File: config.mk
export PLATFORM = sky130hd
export DESIGN_NAME = lsd_driver
export DESIGN_NICKNAME = d
export VERILOG_FILES = /design/src/lsd_divider.v /design/src/lsd_driver.v
export VERILOG_INCLUDE_DIRS = /design/src /design/src/src
export SDC_FILE = /design/constraint.sdc
export NUM_CORES = 1
export LEC_CHECK = 0
export BUFFER_PORTS_ARGS = -buffer_cell sky130_fd_sc_hd__buf_2
export CORE_MARGIN = 2
export CORE_UTILIZATION = 63
export DETAILED_ROUTE_END_ITERATION = 7
export GPL_TIMING_DRIVEN = 0
export PLACE_DENSITY = 0.95
export SYNTH_ARGS = -nofsm -noshare
export SYNTH_HDL_FRONTEND = slang
export SYNTH_SLANG_ARGS = --single-unit
File: constraint.sdc
create_clock -name clk -period 4.8 [get_ports clk]
set_clock_uncertainty 0.05 [all_clocks]
set_input_delay 0.48 -clock clk [delete_from_list [all_inputs] [get_ports clk]]
set_output_delay 0.48 -clock clk [all_outputs]
set_load 0.02 [all_outputs]
File: src/lsd_map.vh
`ifndef LSD_MAP_VH
`define LSD_MAP_VH

// Duty selection codes; code 2'h3 is reserved and treated as disabled.
`define LSD_DUTY_STATIC    2'h0
`define LSD_DUTY_THIRD     2'h1
`define LSD_DUTY_QUARTER   2'h2

// Last phase index of a frame for each duty.
`define LSD_LAST_STATIC    2'h0
`define LSD_LAST_THIRD     2'h2
`define LSD_LAST_QUARTER   2'h3

// Drive level codes for each output pin.
`define LSD_LVL_SUPPLY     2'h0
`define LSD_LVL_TWO_THIRD  2'h1
`define LSD_LVL_ONE_THIRD  2'h2
`define LSD_LVL_BIAS       2'h3
`define LSD_LVL_W          2

// Frontplane and segment storage geometry.
`define LSD_NUM_FP         27
`define LSD_NUM_SEG_REGS   14
`define LSD_SEG_NIBBLE     4
`define LSD_PORT_LOW_FIRST 19
`define LSD_PORT_HIGH_FIRST 23

// Base clock divide: crystal edges per base tick is 2 to the power (code + 1).
`define LSD_DIV_CNT_W      8
`define LSD_DIV_ONE        8'h01

`endif

File: src/lsd_divider.v
`timescale 1ns/10ps
`default_nettype none
`include "lsd_map.vh"

// Turns the crystal reference into one-cycle base clock ticks.
module lsd_divider (
    input  wire                      clk,
    input  wire                      rst_b,
    input  wire                      crystal_ref_clock,
    input  wire                      run,
    input  wire [2:0]                base_clock_divider,
    output reg                       tick_q,
    output reg                       waveform_base_clock
);
    reg                       sync1_q;
    reg                       sync2_q;
    reg                       prev_q;
    reg [`LSD_DIV_CNT_W-1:0]  cnt_q;
    wire [`LSD_DIV_CNT_W-1:0] last;
    wire                      ref_rise;

    // The reference comes from another clock and is synchronised first.
    assign last     = (`LSD_DIV_ONE << base_clock_divider) + (`LSD_DIV_ONE << base_clock_divider)
                      - `LSD_DIV_ONE; // see RULE14
    assign ref_rise = sync2_q & ~prev_q;

    always @(posedge clk or negedge rst_b) begin
        if (!rst_b) begin
            sync1_q             <= 1'b0;
            sync2_q             <= 1'b0;
            prev_q              <= 1'b0;
            cnt_q               <= {`LSD_DIV_CNT_W{1'b0}};
            tick_q              <= 1'b0;
            waveform_base_clock <= 1'b0;
        end else begin
            sync1_q <= crystal_ref_clock;
            sync2_q <= sync1_q;
            prev_q  <= sync2_q;
            tick_q  <= 1'b0;
            if (!run) begin
                cnt_q               <= {`LSD_DIV_CNT_W{1'b0}};
                waveform_base_clock <= 1'b0;
            end else if (ref_rise) begin
                if (cnt_q >= last) begin
                    cnt_q               <= {`LSD_DIV_CNT_W{1'b0}};
                    tick_q              <= 1'b1; // see RULE14
                    waveform_base_clock <= ~waveform_base_clock;
                end else begin
                    cnt_q <= cnt_q + `LSD_DIV_ONE;
                end
            end
        end
    end
endmodule
`default_nettype wire

File: src/lsd_driver.v
// What this block does
// RULE1: Up to 27 frontplanes and 4 backplanes.
// RULE2: Configurations 26x4, 27x3 and 27x1 segments.
// RULE3: Shared pin is frontplane 0 or backplane 3.
// RULE4: Frontplanes 19-26 given to LCD by two selects.
// RULE5: One-third bias, four drive levels per output.
// RULE6: Fourteen data registers, two frontplanes each.
// RULE7: Bit one turns segment on, zero off.
// RULE8: Disabled holds every output at supply.
// RULE9: Disabled disconnects the bias ladder.
// RULE10: Static drives backplane 0; quarter drives all four.
// RULE11: One-third duty drives backplanes 0, 1, 2.
// RULE12: Enabled backplanes output periodic duty waveforms.
// RULE13: Contrast field selects the bias level.
// RULE14: Base clock divides crystal reference by field.
// RULE15: Frame is one base period per phase.
// RULE16: Backplane 3 only in quarter duty.
// RULE17: Reset leaves the driver disabled.
// RULE18: Duty and divider codes named; unused codes reserved.
// RULE19: Frontplane level from phase and segment bits.
`timescale 1ns/10ps
`default_nettype none
`include "lsd_map.vh"

module lsd_driver (
    input  wire                      clk,
    input  wire                      rst_b,
    input  wire                      crystal_ref_clock,
    input  wire                      driver_enable,
    input  wire [1:0]                duty_select,
    input  wire [2:0]                base_clock_divider,
    input  wire [3:0]                contrast_field,
    input  wire                      port_low_lcd_select,
    input  wire                      port_high_lcd_select,
    input  wire                      seg_wr_en,
    input  wire [3:0]                seg_wr_index,
    input  wire [7:0]                seg_wr_data,
    input  wire [3:0]                seg_rd_index,
    output reg  [7:0]                seg_rd_data,
    output reg  [5:0]                backplane_pins,
    output reg  [1:0]                shared_plane_pin,
    output reg  [35:0]               dedicated_frontplane_pins,
    output reg  [15:0]               port_shared_frontplanes,
    output reg  [7:0]                port_lcd_own,
    output reg                       ladder_disconnect,
    output reg  [3:0]                bias_select,
    output wire                      waveform_base_clock
);
    reg  [7:0]                       seg_mem_q [0:`LSD_NUM_SEG_REGS-1];
    reg                              en_q;
    reg  [1:0]                       phase_q;
    reg                              pol_q;
    reg  [1:0]                       last_phase;
    reg                              duty_ok;
    wire                             run;
    wire                             tick;
    wire [`LSD_NUM_FP*2-1:0]         fp_lvl;
    wire [7:0]                       bp_lvl;
    reg  [1:0]                       phase_d;
    reg                              pol_d;
    wire                             seg_wr_ok;
    reg  [7:0]                       seg_rd_d;
    reg  [5:0]                       bp_pins_d;
    reg  [1:0]                       shared_pin_d;
    reg  [35:0]                      ded_fp_d;
    reg  [15:0]                      port_fp_d;
    integer                          k;

    // A reserved duty code leaves the display dark like a disabled driver.
    always @* begin
        duty_ok    = 1'b1;
        last_phase = `LSD_LAST_STATIC;
        case (duty_select)
            `LSD_DUTY_STATIC: begin
                last_phase = `LSD_LAST_STATIC; // see RULE15
            end
            `LSD_DUTY_THIRD: begin
                last_phase = `LSD_LAST_THIRD; // see RULE15
            end
            `LSD_DUTY_QUARTER: begin
                last_phase = `LSD_LAST_QUARTER; // see RULE15
            end
            default: begin
                duty_ok = 1'b0; // see RULE18
            end
        endcase
    end

    assign run = en_q & duty_ok;

    lsd_divider u_div (
        .clk                 (clk),
        .rst_b               (rst_b),
        .crystal_ref_clock   (crystal_ref_clock),
        .run                 (run),
        .base_clock_divider  (base_clock_divider),
        .tick_q              (tick),
        .waveform_base_clock (waveform_base_clock)
    );

    // Backplane n is selected in phase n; polarity flips each frame to keep
    // the panel free of DC.
    genvar b;
    generate
        for (b = 0; b < 4; b = b + 1) begin : g_bp
            wire sel = (phase_q == b);
            assign bp_lvl[b*2 +: 2] = sel ? (pol_q ? `LSD_LVL_BIAS : `LSD_LVL_SUPPLY)
                                          : (pol_q ? `LSD_LVL_TWO_THIRD
                                                   : `LSD_LVL_ONE_THIRD); // see RULE5
        end
    endgenerate

    // Frontplane i reads nibble i%2 of register i/2, bit by current phase.
    genvar f;
    generate
        for (f = 0; f < `LSD_NUM_FP; f = f + 1) begin : g_fp
            wire [7:0] word = seg_mem_q[f/2];
            wire       on   = word[(f%2)*`LSD_SEG_NIBBLE + phase_q]; // see RULE6
            wire [1:0] stat = on ? (pol_q ? `LSD_LVL_SUPPLY : `LSD_LVL_BIAS)
                                 : bp_lvl[1:0];
            wire [1:0] mux  = on ? (pol_q ? `LSD_LVL_SUPPLY : `LSD_LVL_BIAS)
                                 : (pol_q ? `LSD_LVL_ONE_THIRD
                                          : `LSD_LVL_TWO_THIRD); // see RULE7
            assign fp_lvl[f*2 +: 2] = (duty_select == `LSD_DUTY_STATIC) ? stat
                                                                        : mux; // see RULE19
        end
    endgenerate

    // Next phase and polarity; a stopped driver restarts at phase 0.
    always @* begin
        phase_d = phase_q;
        pol_d   = pol_q;
        if (!run) begin
            phase_d = 2'h0;
            pol_d   = 1'b0;
        end else if (tick) begin
            if (phase_q >= last_phase) begin
                phase_d = 2'h0; // see RULE15
                pol_d   = ~pol_q;
            end else begin
                phase_d = phase_q + 2'h1; // see RULE12
            end
        end
    end

    // Writes to an index past the last data register are dropped.
    assign seg_wr_ok = seg_wr_en && (seg_wr_index < `LSD_NUM_SEG_REGS);

    always @(posedge clk or negedge rst_b) begin
        if (!rst_b) begin
            for (k = 0; k < `LSD_NUM_SEG_REGS; k = k + 1) begin
                seg_mem_q[k] <= 8'h00;
            end
            en_q    <= 1'b0; // see RULE17
            phase_q <= 2'h0;
            pol_q   <= 1'b0;
        end else begin
            en_q    <= driver_enable;
            phase_q <= phase_d;
            pol_q   <= pol_d;
            if (seg_wr_ok) begin
                seg_mem_q[seg_wr_index] <= seg_wr_data; // see RULE6
            end
        end
    end

    // Unmapped read indexes return zero.
    always @* begin
        seg_rd_d = 8'h00;
        if (seg_rd_index < `LSD_NUM_SEG_REGS) begin
            seg_rd_d = seg_mem_q[seg_rd_index]; // see RULE6
        end
    end

    // Next pin levels. A stopped driver parks every pin at supply, and
    // backplanes that the duty leaves unused rest at supply as well.
    always @* begin
        bp_pins_d    = 6'h00; // see RULE8
        shared_pin_d = `LSD_LVL_SUPPLY;
        ded_fp_d     = 36'h0;
        port_fp_d    = 16'h0000;
        if (run) begin
            bp_pins_d[1:0] = bp_lvl[1:0]; // see RULE10
            if (duty_select != `LSD_DUTY_STATIC) begin
                bp_pins_d[3:2] = bp_lvl[3:2]; // see RULE11
                bp_pins_d[5:4] = bp_lvl[5:4]; // see RULE11
            end
            if (duty_select == `LSD_DUTY_QUARTER) begin
                shared_pin_d = bp_lvl[7:6]; // see RULE16
            end else begin
                shared_pin_d = fp_lvl[1:0]; // see RULE3
            end
            ded_fp_d = fp_lvl[37:2]; // see RULE1, RULE2
            if (port_low_lcd_select) begin
                port_fp_d[7:0] = fp_lvl[45:38]; // see RULE4
            end
            if (port_high_lcd_select) begin
                port_fp_d[15:8] = fp_lvl[53:46]; // see RULE4
            end
        end
    end

    // All pins are registered so that every output switches on the same edge.
    always @(posedge clk or negedge rst_b) begin
        if (!rst_b) begin
            seg_rd_data               <= 8'h00;
            backplane_pins            <= 6'h00;
            shared_plane_pin          <= `LSD_LVL_SUPPLY;
            dedicated_frontplane_pins <= 36'h0;
            port_shared_frontplanes   <= 16'h0000;
            port_lcd_own              <= 8'h00;
            ladder_disconnect         <= 1'b1;
            bias_select               <= 4'h0;
        end else begin
            seg_rd_data               <= seg_rd_d;
            backplane_pins            <= bp_pins_d;
            shared_plane_pin          <= shared_pin_d;
            dedicated_frontplane_pins <= ded_fp_d;
            port_shared_frontplanes   <= port_fp_d;
            port_lcd_own              <= {{4{port_high_lcd_select}},
                                          {4{port_low_lcd_select}}}; // see RULE4
            ladder_disconnect         <= ~run; // see RULE9
            bias_select               <= contrast_field; // see RULE13
        end
    end
endmodule
`default_nettype wire

==> results.md <==
- The run finished with clean final reports.
- The number of buffers inserted by port buffering is 110.
- In the global route stage, overall resource usage came out at 0.3225.
- Among cell families on the critical path, the largest total delay comes from buffers and inverters.
- For this block, the routed nets add up to 25730 um of wire.
- The total setup violations reported at the end of the flow is 0.
- The area added between synthesis and finish is 15.62%.
- The final max-slew violation count is 0.
- The filler cells instantiated in the layout total 896.
- In the final layout, the share of cells above drive strength 1 is 0.3731.
- The buffer levels on the longest clock path is 3.
- Traced cell by cell, the critical path runs through buf_2, buf_2, inv_1, ha_1, nor2b_1, clkbuf_1, clkbuf_1, nor2_1, xor2_1, nor2_1.
- The type of element launching the critical path is a register.
- The die area is 16750 sq um.
- After clock tree synthesis, the clock-pin slew on the worst setup and hold paths is 0.06 ns.
- For this run, the post-layout net count is 950.
- The detailed router placed 7135 vias in this run.
- The number of buffers added by the clock tree synthesis step is 22.
- The post-detailed-placement half-perimeter wirelength is 16940 um.
- The iteration-0 DRC count of the detailed router is 884.
- Measured along the y axis, the die boundary spans 129.4 um.
- The sequential-to-total area share from yosys stat is 0.5127.
- The first TritonRoute pass finished after 5 iterations.
- The critical path is of the register to register type.
- 114 I/O pins were placed.
- The number of global-route vias before repair is 7260.
- The residual DRC count is 0.
- A synthesized cell averages 12.96 sq um.
- Timing would allow up to 311.0 MHz.
- The number of buffers and inverters on the critical path is 5.
- Synthesis produced a netlist whose cell count is 765.
- The path class of the lowest-slack min-delay path is input pin to register.
- In the layout the commonest cells are 202 x dfrtp_1, 121 x buf_2, 113 x mux2_2.
- Routability-driven placement finished with a final weighted congestion of 0.8569.
- For this configuration, the core starts out at a cell density of 0.6471.
- The count of buffers added by post-CTS timing repair for setup is 0.
- The via count normalized by instance count is 6.342.
- The total area inside the core boundary comes to 15310 sq um.
- After routing, the total negative slack on setup checks comes to 0 ns.
- The final cycle utilization of the critical path is 0.6698.
- The initial antenna violation count is 1.
- The final-report hold violation count is 0.
- Total power for the finished layout comes to 4809 uW.
- The CTS tree is built.
- The total power per unit cell area is 419.7 nW/um^2.
- The nature of the critical path endpoint is a register.
- The maximum ir drop on the vdd rail is 0.2842 mV.
- In this run the tightest slew margin relative to its limit is 0.3711.
- The most frequently used flop master after synthesis is dfrtp_1.
- On the worst path, the slowest cell contributes a delay of 0.49 ns.
- Data arrives at the worst endpoint at 3.58 ns.
- For the worst setup path, the data required time is 5.16 ns.
- The total nets after synthesis is 814.
- The analysis attributes to cell leakage a power of 0.005256 uW.
- Dividing the detail-routed wire length by the instance count gives 22.87 um.
- The number of warnings printed during yosys synthesis is 0.
- The standard cell with the maximum stage delay on the critical path is clkbuf_1.
- Row generation in the floorplan step produced 45 rows.
- In this run the cell area of the synthesized design comes to 9911 sq um.
- The synthesized design contains 0 enable-type register cells.
- The number of antenna diodes in the final layout is 0.
- In this run the worst path has a maximum fanout of 10.
- Once detail routing completed, the nets flagged for antenna violations numbered 0.
- Setup repair after global routing left no endpoint under its margin.
- The global route total overflow is 0.
- For the pin with the worst max-slew slack, the measured transition is 0.9399 ns.
- After synthesis, the netlist uses 44 different library cells.
- The tool flagged a number of max-cap violations equal to 0.
- The cell at the root of the clock tree is clkbuf_16.
- The flop-to-flop setup slack is 1.59 ns.
- Counting flops and latches in the post-synthesis netlist gives 203.
- The pin count of the biggest net entering global routing is 103.
- The clock reaches the later pin of the worst-skew pair after 0.51 ns.
- The clock net sink count is 203.
- Of all flip-flops after synthesis, the portion carrying an async set or reset was 1.000.
- The first global-routing pass estimated 41170 um of wire.
- The library cell used most frequently in the layout, excluding fill and tap cells, is dfrtp_1.
- Measured along the x axis, the die boundary spans 129.4 um.
- The number of hold buffers added after CTS was 1.
- The H-tree depth reported by CTS is 1.
- The shortest clock period the worst path allows after layout is 3.215 ns.
- The number of gates given a new drive strength after cts is 0.
==> report_power, final <==
group,internal [uW],switching [uW]
combinational,481,484
sequential,1990,230
clock,957,665
total,3430,1380
==> worst register-to-register path, stage by stage (launching register included) <==
cell and delay (ns):
dfrtp_1 0.45, buf_2 0.40, buf_2 0.39, inv_1 0.14
ha_1 0.23, nor2b_1 0.11, clkbuf_1 0.41, clkbuf_1 0.49
nor2_1 0.15, xor2_1 0.18, nor2_1 0.14
==> state kept, by name (all words and copies together), names as in the netlist <==
register and flops:
u_div.sync1_q 1, shared_plane_pin 2, port_shared_frontplanes 16, backplane_pins 5, seg_rd_data 8, u_div.cnt_q 8, g_fp.word 112, ladder_disconnect 1
u_div.sync2_q 1, pol_q 1, bias_select 4, phase_q 2, en_q 1, dedicated_frontplane_pins 36, u_div.waveform_base_clock 1, port_lcd_own 2
u_div.tick_q 1, u_div.prev_q 1
==> path summary, 6_finish.rpt <==
kind / depth (start not counted) / to / from
worst max-delay path: 10 / port_shared_frontplanes[11] / phase_q[1]
min in group asynchronous: 2 / bias_select[1] / rst_b
worst min-delay path: 1 / bias_select[3] / contrast_field[3]
worst min register to register: 0 / u_div.sync2_q / u_div.sync1_q
max in group asynchronous: 3 / g_fp[6].word[0] / rst_b
worst max register to register: 10 / port_shared_frontplanes[11] / phase_q[1]
==> metal layers <==
layer  up-vias  GRT usage  routed length [um]  part of all wire
li1       2957          -                   -                 -
met1      3551     0.4223                9447              0.37
met2       503     0.5276               12610              0.49
met3       122    0.06358                2435             0.095
met4         2     0.1505                1217             0.047
met5         -          0                  13           0.00051
==> per-stage QoR <==
step	worst slack [ns]	util	cell area (sq um)	cells	hold slack, ns
5_1_grt	1.487	0.7482	11460	1125	0.02640
2_1_floorplan	2.620	-	9911	765	0.1344
3_3_place_gp	-0.01811	0.7003	10730	1086	0.2860
4_1_cts	1.647	0.7482	11460	1125	0.02320
3_5_place_dp	1.821	0.7028	10760	1087	0.2913
6_report	1.585	0.7482	11460	1125	0.03593
==> cells in the mapped netlist (3+ instances only) <==
cell | n | area, sq um
nor2_1 | 94 | 352.8
nand2b_1 | 35 | 219.0
mux4_2 | 51 | 1149
ha_1 | 17 | 212.7
buf_1 | 7 | 26.28
nand2_1 | 24 | 90.09
xnor2_1 | 29 | 254.0
buf_4 | 9 | 67.56
a21oi_1 | 6 | 30.03
mux2_2 | 113 | 1272
clkbuf_1 | 26 | 97.59
dfrtp_1 | 202 | 5055
inv_1 | 15 | 56.30
nor2b_1 | 5 | 31.28
xor2_1 | 29 | 254.0
buf_6 | 3 | 33.78
nand3_1 | 10 | 50.05
nand3b_1 | 3 | 22.52
buf_2 | 12 | 60.06
nor3_1 | 5 | 25.02
mux2i_1 | 16 | 160.2
a31oi_1 | 6 | 37.54
o22ai_1 | 8 | 50.05
o21ai_0 | 12 | 60.06
or4_1 | 5 | 37.54
==> cells by family (layout without fill, tap and decap cells) <==
group	count (synthesis)	after routing	share of synthesized area
AO/OA/AOI/OAI	41	41	0.02715
XOR/XNOR	58	58	0.05126
adder cells (fa/ha/maj)	17	17	0.02146
buffers and inverters	73	222	0.03484
flip-flops	203	203	0.5127
multiplexers	180	180	0.2604
AND/OR/NAND/NOR	193	193	0.09216
==> cell type report <==
class,instances,area [sq um],area share
clock buffers,30,621.8,0.05427
well taps,211,264.0,0.02304
multi-input cells,489,4484,0.3914
repair buffers,112,598.1,0.05219
flip-flops and latches,203,5081,0.4434
inverters,16,60.06,0.005241
plain buffers,57,285.3,0.02490
clock inverters,7,63.81,0.005569
Note: power is estimated with default switching activity, not from simulation.
